File: src/rtl/ppt_defines.svh
// register indices, field positions and fixed timing offsets of the panel timing generator
`ifndef PPT_DEFINES_SVH
`define PPT_DEFINES_SVH

// register indices; byte address on the bus is four times the index
`define PPT_IDX_PANEL_TYPE      6'h10
`define PPT_IDX_AC_RATE         6'h11
`define PPT_IDX_HTOTAL          6'h12
`define PPT_IDX_HACTIVE         6'h14
`define PPT_IDX_HSTART_LO       6'h16
`define PPT_IDX_HSTART_HI       6'h17
`define PPT_IDX_VTOTAL_LO       6'h18
`define PPT_IDX_VTOTAL_HI       6'h19
`define PPT_IDX_VACTIVE_LO      6'h1c
`define PPT_IDX_VACTIVE_HI      6'h1d
`define PPT_IDX_VSTART_LO       6'h1e
`define PPT_IDX_VSTART_HI       6'h1f
`define PPT_IDX_LSYNC_CFG       6'h20
`define PPT_IDX_LSYNC_START_LO  6'h22
`define PPT_IDX_LSYNC_START_HI  6'h23
`define PPT_IDX_FSYNC_CFG       6'h24
`define PPT_IDX_FSYNC_START_LO  6'h26
`define PPT_IDX_FSYNC_START_HI  6'h27
`define PPT_IDX_STATUS          6'h28
`define PPT_IDX_FIRST           6'h10
`define PPT_IDX_LAST            6'h27

// field positions
`define PPT_POL_BIT             7
`define PPT_MODE_LSB            4
`define PPT_TYPE_STN            2'h0

// fixed offsets of the active start, in pixel clocks
`define PPT_HSTART_ADD_STN      11'h016
`define PPT_HSTART_ADD_TFT      11'h005

// reset value of every configuration register
`define PPT_REG_RESET           8'h00

`endif

File: src/rtl/ppt_pkg.sv
// types shared by the panel timing generator
package ppt_pkg;

    // data path and shift clock shape, bits 5-4 of the panel type register
    typedef enum logic [1:0] {
        PPT_MONO4  = 2'h0,
        PPT_MONO8  = 2'h1,
        PPT_COLOR4 = 2'h2,
        PPT_RSVD   = 2'h3
    } ppt_mode_type;

    // whole state of the generator
    typedef struct packed {
        logic               sy1;
        logic               sy2;
        logic               sy3;
        logic [9:0]         hcnt;
        logic [9:0]         vcnt;
        logic [5:0]         lcnt;
        logic               act;
        logic               ac;
        logic               lsync;
        logic               fsync;
        logic               shclk;
        logic [7:0]         pdat;
        logic               dreq;
        logic [23:0][7:0]   regs;
        logic               wr_pend;
        logic [5:0]         wr_idx;
        logic [31:0]        rdata;
        logic               rdy;
    } ppt_state_type;

endpackage

File: src/rtl/ppt_timing_gen.sv
// passive panel timing generator with an AHB-Lite register slave
//
// Our own choice: the AHB-Lite slave port.
`timescale 1ns/1ps
`default_nettype none
`include "ppt_defines.svh"

// Overview of operation
// Line length is (horizontal total field plus one) times eight pixel clocks.
// Frame length is the ten-bit vertical total plus one, in lines.
// Active pixels are (field plus one) times eight; active lines ten-bit value plus one.
// Software gives passive panels at least 32 active pixels, in steps of 16.
// Software gives TFT panels at least 8 active pixels, in steps of 8.
// Passive active start is the ten-bit start value plus 22 pixel clocks.
// TFT active start is the ten-bit start value plus 5 pixel clocks.
// Software keeps start plus active below the total, both directions.
// Line sync starts at ten-bit value plus one, lasts width field plus one.
// Frame sync lasts its three-bit width field plus one lines.
// Generic passive timing uses zero frame sync start and vertical active start.
// Software puts line sync after active pixels plus 22 and ends it before total.
// Panel type 00 selects passive operation with both syncs active high; the code takes both polarities from bit 7 of the sync config registers.
// Line sync polarity bit one gives an active-high pulse.
// Frame sync polarity bit one gives an active-high pulse.
// Bias toggle inverts once per frame at zero rate, else every n lines.
// Frame sync settles before line sync; line sync period equals the total.
// Bias toggle changes before the line sync rising edge.
// Mono 4-bit: upper nibble, shift period 4, two low two high.
// Mono 8-bit: all eight bits, shift period 8, four low four high.
// Colour 4-bit: shift period one pixel clock, half setup and hold.
// Shift clock idle and data static outside active pixels and lines.
// Counters run on the pixel clock and restart at programmed totals.
module ppt_timing_gen
    import ppt_pkg::*;
(
    input  wire logic        hclk,
    input  wire logic        hresetn,
    input  wire logic        ce,
    input  wire logic        hsel,
    input  wire logic [31:0] haddr,
    input  wire logic [1:0]  htrans,
    input  wire logic        hwrite,
    input  wire logic [2:0]  hsize,
    input  wire logic [31:0] hwdata,
    input  wire logic        hready,
    output logic             hreadyout,
    output logic             hresp,
    output logic [31:0]      hrdata,
    input  wire logic        pixel_clock,
    input  wire logic [7:0]  pixel_in,
    output logic             pixel_req,
    output logic             line_sync,
    output logic             frame_sync,
    output logic             shift_clock,
    output logic [7:0]       panel_data,
    output logic             ac_bias_toggle
);

    ppt_state_type r;
    ppt_state_type n;

    // a register index exists only where a configuration byte is defined
    function automatic logic idx_mapped(input logic [5:0] idx);
        logic ok;
        ok = (idx >= `PPT_IDX_FIRST) && (idx <= `PPT_IDX_LAST);
        case (idx)
            6'h13, 6'h15, 6'h1a, 6'h1b, 6'h21, 6'h25: ok = 1'b0;
            default: ;
        endcase
        return ok;
    endfunction

    function automatic logic [4:0] slot(input logic [5:0] idx);
        logic [5:0] d;
        d = idx - `PPT_IDX_FIRST;
        return d[4:0];
    endfunction

    // decoded configuration fields
    logic [7:0]   cfg_type;
    logic [7:0]   cfg_rate;
    logic [9:0]   ht_last;
    logic [10:0]  line_active_pixels;
    logic [10:0]  line_active_start;
    logic [9:0]   vt_last;
    logic [10:0]  frame_active_lines;
    logic [10:0]  frame_active_start;
    logic [10:0]  line_pulse_start;
    logic [10:0]  line_pulse_width;
    logic         lpol;
    logic [10:0]  frame_pulse_start;
    logic [10:0]  frame_pulse_width;
    logic         fpol;
    ppt_mode_type mode;

    always_comb begin
        cfg_type = r.regs[slot(`PPT_IDX_PANEL_TYPE)];
        cfg_rate = r.regs[slot(`PPT_IDX_AC_RATE)];
        mode     = ppt_mode_type'(cfg_type[`PPT_MODE_LSB +: 2]);
        ht_last  = {r.regs[slot(`PPT_IDX_HTOTAL)][6:0], 3'h7};
        line_active_pixels      = {1'b0, r.regs[slot(`PPT_IDX_HACTIVE)][6:0], 3'h0} + 11'h008;
        line_active_start     = {1'b0, r.regs[slot(`PPT_IDX_HSTART_HI)][1:0],
                    r.regs[slot(`PPT_IDX_HSTART_LO)]};
        // the start offset depends on the panel family
        if (cfg_type[1:0] == `PPT_TYPE_STN) begin
            line_active_start = line_active_start + `PPT_HSTART_ADD_STN;
        end else begin
            line_active_start = line_active_start + `PPT_HSTART_ADD_TFT;
        end
        vt_last  = {r.regs[slot(`PPT_IDX_VTOTAL_HI)][1:0],
                    r.regs[slot(`PPT_IDX_VTOTAL_LO)]};
        frame_active_lines      = {1'b0, r.regs[slot(`PPT_IDX_VACTIVE_HI)][1:0],
                    r.regs[slot(`PPT_IDX_VACTIVE_LO)]} + 11'h001;
        frame_active_start     = {1'b0, r.regs[slot(`PPT_IDX_VSTART_HI)][1:0],
                    r.regs[slot(`PPT_IDX_VSTART_LO)]};
        line_pulse_start      = {1'b0, r.regs[slot(`PPT_IDX_LSYNC_START_HI)][1:0],
                    r.regs[slot(`PPT_IDX_LSYNC_START_LO)]} + 11'h001;
        line_pulse_width      = {4'h0, r.regs[slot(`PPT_IDX_LSYNC_CFG)][6:0]} + 11'h001;
        lpol     = r.regs[slot(`PPT_IDX_LSYNC_CFG)][`PPT_POL_BIT];
        frame_pulse_start      = {1'b0, r.regs[slot(`PPT_IDX_FSYNC_START_HI)][1:0],
                    r.regs[slot(`PPT_IDX_FSYNC_START_LO)]};
        frame_pulse_width      = {8'h00, r.regs[slot(`PPT_IDX_FSYNC_CFG)][2:0]} + 11'h001;
        fpol     = r.regs[slot(`PPT_IDX_FSYNC_CFG)][`PPT_POL_BIT];
    end

    // position tests for the current pixel
    logic        tick;
    logic        line_end;
    logic        frame_end;
    logic        h_in;
    logic        v_in;
    logic        l_on;
    logic        f_on;
    logic [9:0]  phase;
    logic        load;
    logic        shape;
    logic [5:0]  lnext;
    logic [5:0]  aidx;
    logic [7:0]  rbyte;

    always_comb begin
        tick      = r.sy2 & ~r.sy3;
        line_end  = (r.hcnt == ht_last);
        frame_end = (r.vcnt == vt_last);
        h_in      = ({1'b0, r.hcnt} >= line_active_start) && ({1'b0, r.hcnt} < line_active_start + line_active_pixels);
        v_in      = ({1'b0, r.vcnt} >= frame_active_start) && ({1'b0, r.vcnt} < frame_active_start + frame_active_lines);
        l_on      = ({1'b0, r.hcnt} >= line_pulse_start) && ({1'b0, r.hcnt} < line_pulse_start + line_pulse_width);
        f_on      = ({1'b0, r.vcnt} >= frame_pulse_start) && ({1'b0, r.vcnt} < frame_pulse_start + frame_pulse_width);
        phase     = r.hcnt - line_active_start[9:0];
        lnext     = r.lcnt + 6'h01;
        // shift high in the first half of each period, data changes on its rise
        case (mode)
            PPT_MONO4: begin
                load  = (phase[1:0] == 2'h0);
                shape = ~phase[1];
            end
            PPT_MONO8: begin
                load  = (phase[2:0] == 3'h0);
                shape = ~phase[2];
            end
            default: begin
                load  = 1'b1;
                shape = 1'b1;
            end
        endcase
    end

    // next state: bus slave, pixel clock sampling, counters and panel outputs
    always_comb begin
        n     = r;
        aidx  = haddr[7:2];
        rbyte = 8'h00;
        if (ce) begin
            n.sy1 = pixel_clock;
            n.sy2 = r.sy1;
            n.sy3 = r.sy2;
            n.rdy = 1'b1;
            n.dreq = 1'b0;
            // data phase of a write; unmapped indices are dropped
            if (r.wr_pend) begin
                if (idx_mapped(r.wr_idx)) begin
                    n.regs[slot(r.wr_idx)] = hwdata[7:0];
                end
                n.wr_pend = 1'b0;
            end
            // address phase; reads see a write that finishes in this same cycle
            if (hsel && hready && htrans[1]) begin
                if (hwrite) begin
                    n.wr_pend = 1'b1;
                    n.wr_idx  = aidx;
                end else begin
                    if (haddr[31:8] == 24'h000000 && idx_mapped(aidx)) begin
                        rbyte = n.regs[slot(aidx)];
                        n.rdata = {24'h000000, rbyte};
                    end else if (haddr[31:8] == 24'h000000 && aidx == `PPT_IDX_STATUS) begin
                        n.rdata = {16'h0000, r.ac, r.act, r.fsync, r.lsync, 2'h0, r.vcnt};
                    end else begin
                        n.rdata = 32'h00000000;
                    end
                end
            end
            // everything on the panel side except the colour shift clock advances once per pixel clock
            if (tick) begin
                n.hcnt = line_end ? 10'h000 : r.hcnt + 10'h001;
                if (line_end) begin
                    n.vcnt = frame_end ? 10'h000 : r.vcnt + 10'h001;
                end
                n.lsync = lpol ? l_on : ~l_on;
                // frame sync moves only at line start, at least one pixel clock ahead of line sync
                if (r.hcnt == 10'h000) begin
                    n.fsync = fpol ? f_on : ~f_on;
                    // bias flips at line start, always before the line sync rises
                    if (cfg_rate[5:0] == 6'h00) begin
                        if (r.vcnt == 10'h000) begin
                            n.ac = ~r.ac;
                        end
                        n.lcnt = 6'h00;
                    end else if (lnext == cfg_rate[5:0]) begin
                        n.ac   = ~r.ac;
                        n.lcnt = 6'h00;
                    end else begin
                        n.lcnt = lnext;
                    end
                end
                n.act = h_in && v_in;
                // outside the window the shift clock idles low and data holds
                if (h_in && v_in) begin
                    if (mode != PPT_COLOR4) begin
                        n.shclk = shape;
                    end
                    if (load) begin
                        n.dreq = 1'b1;
                        n.pdat = (mode == PPT_MONO8) ? pixel_in
                                                     : {pixel_in[3:0], 4'h0};
                    end
                end else begin
                    n.shclk = 1'b0;
                end
            end
            // colour mode follows the pixel clock level, falling mid-pixel;
            // gated by the next window state so no stray pulse trails the window
            if (mode == PPT_COLOR4) begin
                n.shclk = n.act ? r.sy2 : 1'b0;
            end
        end
    end

    // single register of the whole state
    always_ff @(posedge hclk or negedge hresetn) begin
        if (!hresetn) begin
            r <= '0;
            r.regs <= {24{`PPT_REG_RESET}};
        end else begin
            r <= n;
        end
    end

    assign hreadyout      = r.rdy;
    assign hresp          = 1'b0 & r.rdy;
    assign hrdata         = r.rdata;
    assign pixel_req      = r.dreq;
    assign line_sync      = r.lsync;
    assign frame_sync     = r.fsync;
    assign shift_clock    = r.shclk;
    assign panel_data     = r.pdat;
    assign ac_bias_toggle = r.ac;

endmodule
`default_nettype wire

File: config.mk
export PLATFORM = sky130hd
export DESIGN_NAME = ppt_timing_gen
export DESIGN_NICKNAME = d
export VERILOG_FILES = /design/src/rtl/ppt_pkg.sv /design/src/rtl/ppt_timing_gen.sv
export VERILOG_INCLUDE_DIRS = /design/src /design/src/rtl
export SDC_FILE = /design/constraint.sdc
export NUM_CORES = 1
export LEC_CHECK = 0
export BUFFER_PORTS_ARGS = -buffer_cell sky130_fd_sc_hd__buf_2
export CAP_MARGIN = 20
export CELL_PAD_IN_SITES_DETAIL_PLACEMENT = 0
export CELL_PAD_IN_SITES_GLOBAL_PLACEMENT = 1
export CORE_MARGIN = 2
export CORE_UTILIZATION = 48
export DETAILED_ROUTE_END_ITERATION = 7
export PLACE_DENSITY = 0.87
export SYNTH_ARGS = -nofsm -noshare
export SYNTH_HDL_FRONTEND = slang
export SYNTH_SLANG_ARGS = --single-unit
File: constraint.sdc
create_clock -name hclk -period 6.39 [get_ports hclk]
set_input_delay 1.278 -clock hclk [delete_from_list [all_inputs] [get_ports hclk]]
set_output_delay 1.278 -clock hclk [all_outputs]
set_load 0.01 [all_outputs]
==> impl_summary.txt <==
----------------------------------------------------
[Status]
  Outcome ... finished, final reports clean

[Drt]
  Routed Antenna Nets ... 0
  Routed vias ... approximately 14000
  Number of vias per cell after detailed routing ... 6.098
  Final routed wire length divided by cell count ... 22.11 microns
  DR DRC count ... 0
  Number of iterations in the first detailed-routing pass ... 5
  Number of DRC markers after the initial detailed-route iteration ... 1195
  DRT Wirelength ... around 50000 microns

[GRT]
  Remaining global-route overflow ... 0
  GRT Resource Usage Total ... 26.64%
  Maximum number of pins on one net before global-route repair ... 85
  Vias in the first global route ... 13110
  First-pass GRT wire length ... 75580 microns
  Antenna violations before repair ... 0

[Synthesis]
  Dominant register cell in the synthesized netlist ... sky130_fd_sc_hd__dfrtp_1
  Async set-reset flop share out of synthesis ... between 90% and 100%
  Post-synthesis cell type count ... 90
  Flop and latch count out of synthesis ... 257
  Area of the mapped netlist ... 17070 sq um
  Avg Inst Size Synth ... 9.644 sq um
  Proportion of synthesized chip area in sequential cells ... between 30% and 40%
  Synth warnings ... 0
  Count of flip-flops with a built-in enable after synthesis ... 0
  Number of standard cells after synthesis ... 1770

[Critical path]
  Critical path launch point type ... register
  Worst r2r dst ... panel_data[7]$_DFFE_PN0P_
  Setup crit end ... panel_data[7]$_DFFE_PN0P_
  R2R Path Start ... r[90]$_DFFE_PN0P_
  Crit path kind ... reg2reg
  Data required time of the critical path ... 6.81 ns
  R2R cell count ... 22
  Maximum fanout count along the critical path ... 9
  Worst R2R Setup Slack ... 1.04 ns
  Signal arrival time at the worst endpoint ... 5.76 ns
  Crit. End Element ... register
  Launching instance or port of the critical path ... r[90]$_DFFE_PN0P_

[STA]
  Final min period ... 5.346 ns
  Post-Route Skew ... 0.02634 ns
  Final Hold Viols ... 0
  Transition at the pin with the smallest max-transition slack ... between 1 and 1.5 ns
  Final setup violation count ... 0
  Worst slew margin relative to its limit ... 20.15%
  Final period util ... 83.66%
  Unrepaired setup endpoints after global routing ... no
  Number of slew-limit violations in the final report ... 0
  Setup tns final ... 0 ns
  Fmax ... 187.1 MHz

[Clock tree]
  Resize count post-CTS ... 0
  Total clock buffers created by CTS ... 29
  Clk sinks ... 257
  Clock tree from TritonCTS ... done
  Depth of the CTS H-tree ... 1
  Clk pin slew, worst setup/hold paths ... 0.06 ns
  Setup repair bufs after CTS ... 0
  CTS root buf ... sky130_fd_sc_hd__clkbuf_16
  Source-to-sink clock delay at the later pin of the worst-skew pair ... ~0.55 ns
  Hold-fix buffers at CTS ... 0
  Number of buffers between clock root and the deepest sink ... 3

[Die]
  Core ar. ... 35310 sq um
  Die Footprint ... approximately 37000 sq um
  Die outline height ... about 190 microns
  Die outline width ... 192.6 microns
  Boundary pin count ... 131
  Core Rows ... 69
  Starting utilization of the core area ... between 40% and 50%

[Power]
  Static leakage ... 8.666 nW
  IR drop worst, VDD ... 0.2043 mV
  Power Dens Cells ... about 240 nW/um^2

[Placement]
  Final RePlAce weighted congestion ... 0.9441
  Post-detailed-placement half-perimeter wirelength ... 34790 microns
  Placed insts ... 2166
  Count of input and output buffers ... between 80 and 90
  Cell area after placement ... 17400 sq um

[Cells and area]
  Post-Layout Cell Count ... 2219
  Cell area after layout ... ~18000 sq um
  Final nets ... 1942
  Share of final-layout standard cells stronger than drive strength 1 ... 18.54%
  Synthesis-to-layout area growth ... 7.901%
  Fillers ... 3113
  Diode count ... 0

[Worst hold path]
  Hold Crit Class ... reg2reg

[Flow run]
  Max-capacitance violation count ... 0

----------------------------------------------------
## routing by layer
metal | GRT usage, % | part of all wire (%) | vias up | wire, microns
met5 | 0 | 0 | - | 0
met4 | 9.336 | 3.8 | 0 | 1872
met3 | 5.292 | 8.8 | 110 | 4307
met2 | 40.96 | 44 | 631 | 21780
met1 | 37.35 | 43 | 6607 | 21100
li1 | - | - | 6184 | -
## worst min-delay path by stage
stage | start | end | slack [ns] | depth (start not counted)
6_report | r[180]$_DFFE_PN0P_ | r[180]$_DFFE_PN0P_ | 0.37 | 0
5_1_grt | r[210]$_DFFE_PN0P_ | r[210]$_DFFE_PN0P_ | 0.38 | 0
4_1_cts | r[180]$_DFFE_PN0P_ | r[180]$_DFFE_PN0P_ | 0.37 | 0
3_5_place_dp | r[180]$_DFFE_PN0P_ | r[180]$_DFFE_PN0P_ | 0.36 | 0
3_3_place_gp | r[215]$_DFFE_PN0P_ | r[215]$_DFFE_PN0P_ | 0.36 | 0
2_1_floorplan | r[176]$_DFFE_PN0P_ | r[176]$_DFFE_PN0P_ | 0.42 | 1
## worst max-delay path, stage by stage, from the launching register on
cell	delay, ns
sky130_fd_sc_hd__dfrtp_1	0.48
sky130_fd_sc_hd__inv_1	0.11
sky130_fd_sc_hd__ha_1	0.19
sky130_fd_sc_hd__a21oi_1	0.17
sky130_fd_sc_hd__o22ai_1	0.11
sky130_fd_sc_hd__a32oi_1	0.27
sky130_fd_sc_hd__xnor2_1	0.20
sky130_fd_sc_hd__ha_1	0.31
sky130_fd_sc_hd__ha_1	0.30
sky130_fd_sc_hd__a21o_1	0.15
sky130_fd_sc_hd__a21oi_1	0.22
sky130_fd_sc_hd__nor2b_1	0.07
sky130_fd_sc_hd__o21ai_0	0.14
sky130_fd_sc_hd__nand2_1	0.08
sky130_fd_sc_hd__xnor2_1	0.18
sky130_fd_sc_hd__ha_1	0.28
sky130_fd_sc_hd__o2111ai_1	0.12
sky130_fd_sc_hd__a31oi_1	0.07
sky130_fd_sc_hd__a211oi_1	0.26
sky130_fd_sc_hd__nor2_1	0.11
sky130_fd_sc_hd__nor4_2	0.62
sky130_fd_sc_hd__o211ai_2	0.41
sky130_fd_sc_hd__mux2_2	0.37
## cells in the mapped netlist (all sizes together) (9+ instances only)
cell,count,area [sq um]
a21o,14,105.1
mux2i,89,890.9
xor2,32,280.3
o221ai,21,183.9
and3,19,118.9
dfrtp,257,6431
mux2,138,1554
nor3,28,145.1
clkbuf,120,450.4
a211oi,9,72.57
inv,74,277.8
a21oi,70,350.3
nand2b,19,118.9
nor2b,21,131.4
a31oi,9,56.30
a221oi,17,173.9
nand4,21,131.4
ha,116,1451
buf,63,429.2
nand2,140,528.0
o21a,9,67.56
nor4,16,121.4
nor2,85,334.1
o21ai,152,760.7
xnor2,55,481.7
nand3,39,227.7
## where the power goes
part | internal (W) | switching, W
Combinational | 0.000326 | 0.000490
Clock | 0.00108 | 0.000687
Sequential | 0.00169 | 0.000155
## flip-flops by register name, indices dropped and copies added (netlist names), 7 cells and up
name / count
cfg_rate: 8
panel_data: 8
cfg_type: 8
frame_active_start: 10
r: 184
ht_last: 7
hrdata: 14
frame_pulse_start: 10
## through the flow
stage | total power, W | worst slack (ns) | util, % | hold WS, ns
6_report | 0.004431 | 1.044 | 52.16 | 0.3714
5_1_grt | 0.004624 | 0.6406 | 52.16 | 0.3814
4_1_cts | 0.004441 | 1.041 | 52.14 | 0.3735
3_5_place_dp | 0.002678 | 1.065 | 49.29 | 0.3605
3_3_place_gp | 0.002647 | 1.158 | 49.29 | 0.3598
2_1_floorplan | 0.002381 | 1.960 | - | 0.4240
## cells in the final DEF, fill, tap and decap left out, types with 32 or more instances in the layout
cell type,count
sky130_fd_sc_hd__dfrtp_1,257
sky130_fd_sc_hd__o21ai_0,150
sky130_fd_sc_hd__nand2_1,139
sky130_fd_sc_hd__mux2_2,138
sky130_fd_sc_hd__ha_1,116
sky130_fd_sc_hd__mux2i_1,89
sky130_fd_sc_hd__nor2_1,81
sky130_fd_sc_hd__buf_2,80
sky130_fd_sc_hd__inv_1,74
sky130_fd_sc_hd__a21oi_1,70
sky130_fd_sc_hd__xnor2_1,55
sky130_fd_sc_hd__nand3_1,34
sky130_fd_sc_hd__xor2_1,32
## logic make-up (layout without fill, tap and decap cells)
logic type               Yosys count  after routing  synth area share (%)
AO/OA/AOI/OAI                    383            383                 14.62
XOR/XNOR                          87             87                 4.464
adder cells (fa/ha/maj)          121            121                 9.089
buffers and inverters            259            229                 6.824
flip-flops                       257            257                 37.68
multiplexers                     227            227                 14.32
other                              1             19               0.02197
AND/OR/NAND/NOR                  435            435                 12.99
## layout make-up
| type | count | area (sq um) | share of cell area [%] |
|---|---|---|---|
| clock buffers | 39 | 803.3 | 4.361 |
| well taps | 461 | 576.8 | 3.132 |
| inverters | 76 | 285.3 | 1.549 |
| flip-flops and latches | 257 | 6431 | 34.92 |
| repair buffers | 101 | 565.5 | 3.070 |
| clock inverters | 13 | 203.9 | 1.107 |
| multi-input cells | 1272 | 9553 | 51.86 |
(Power assumes the default switching activity.)
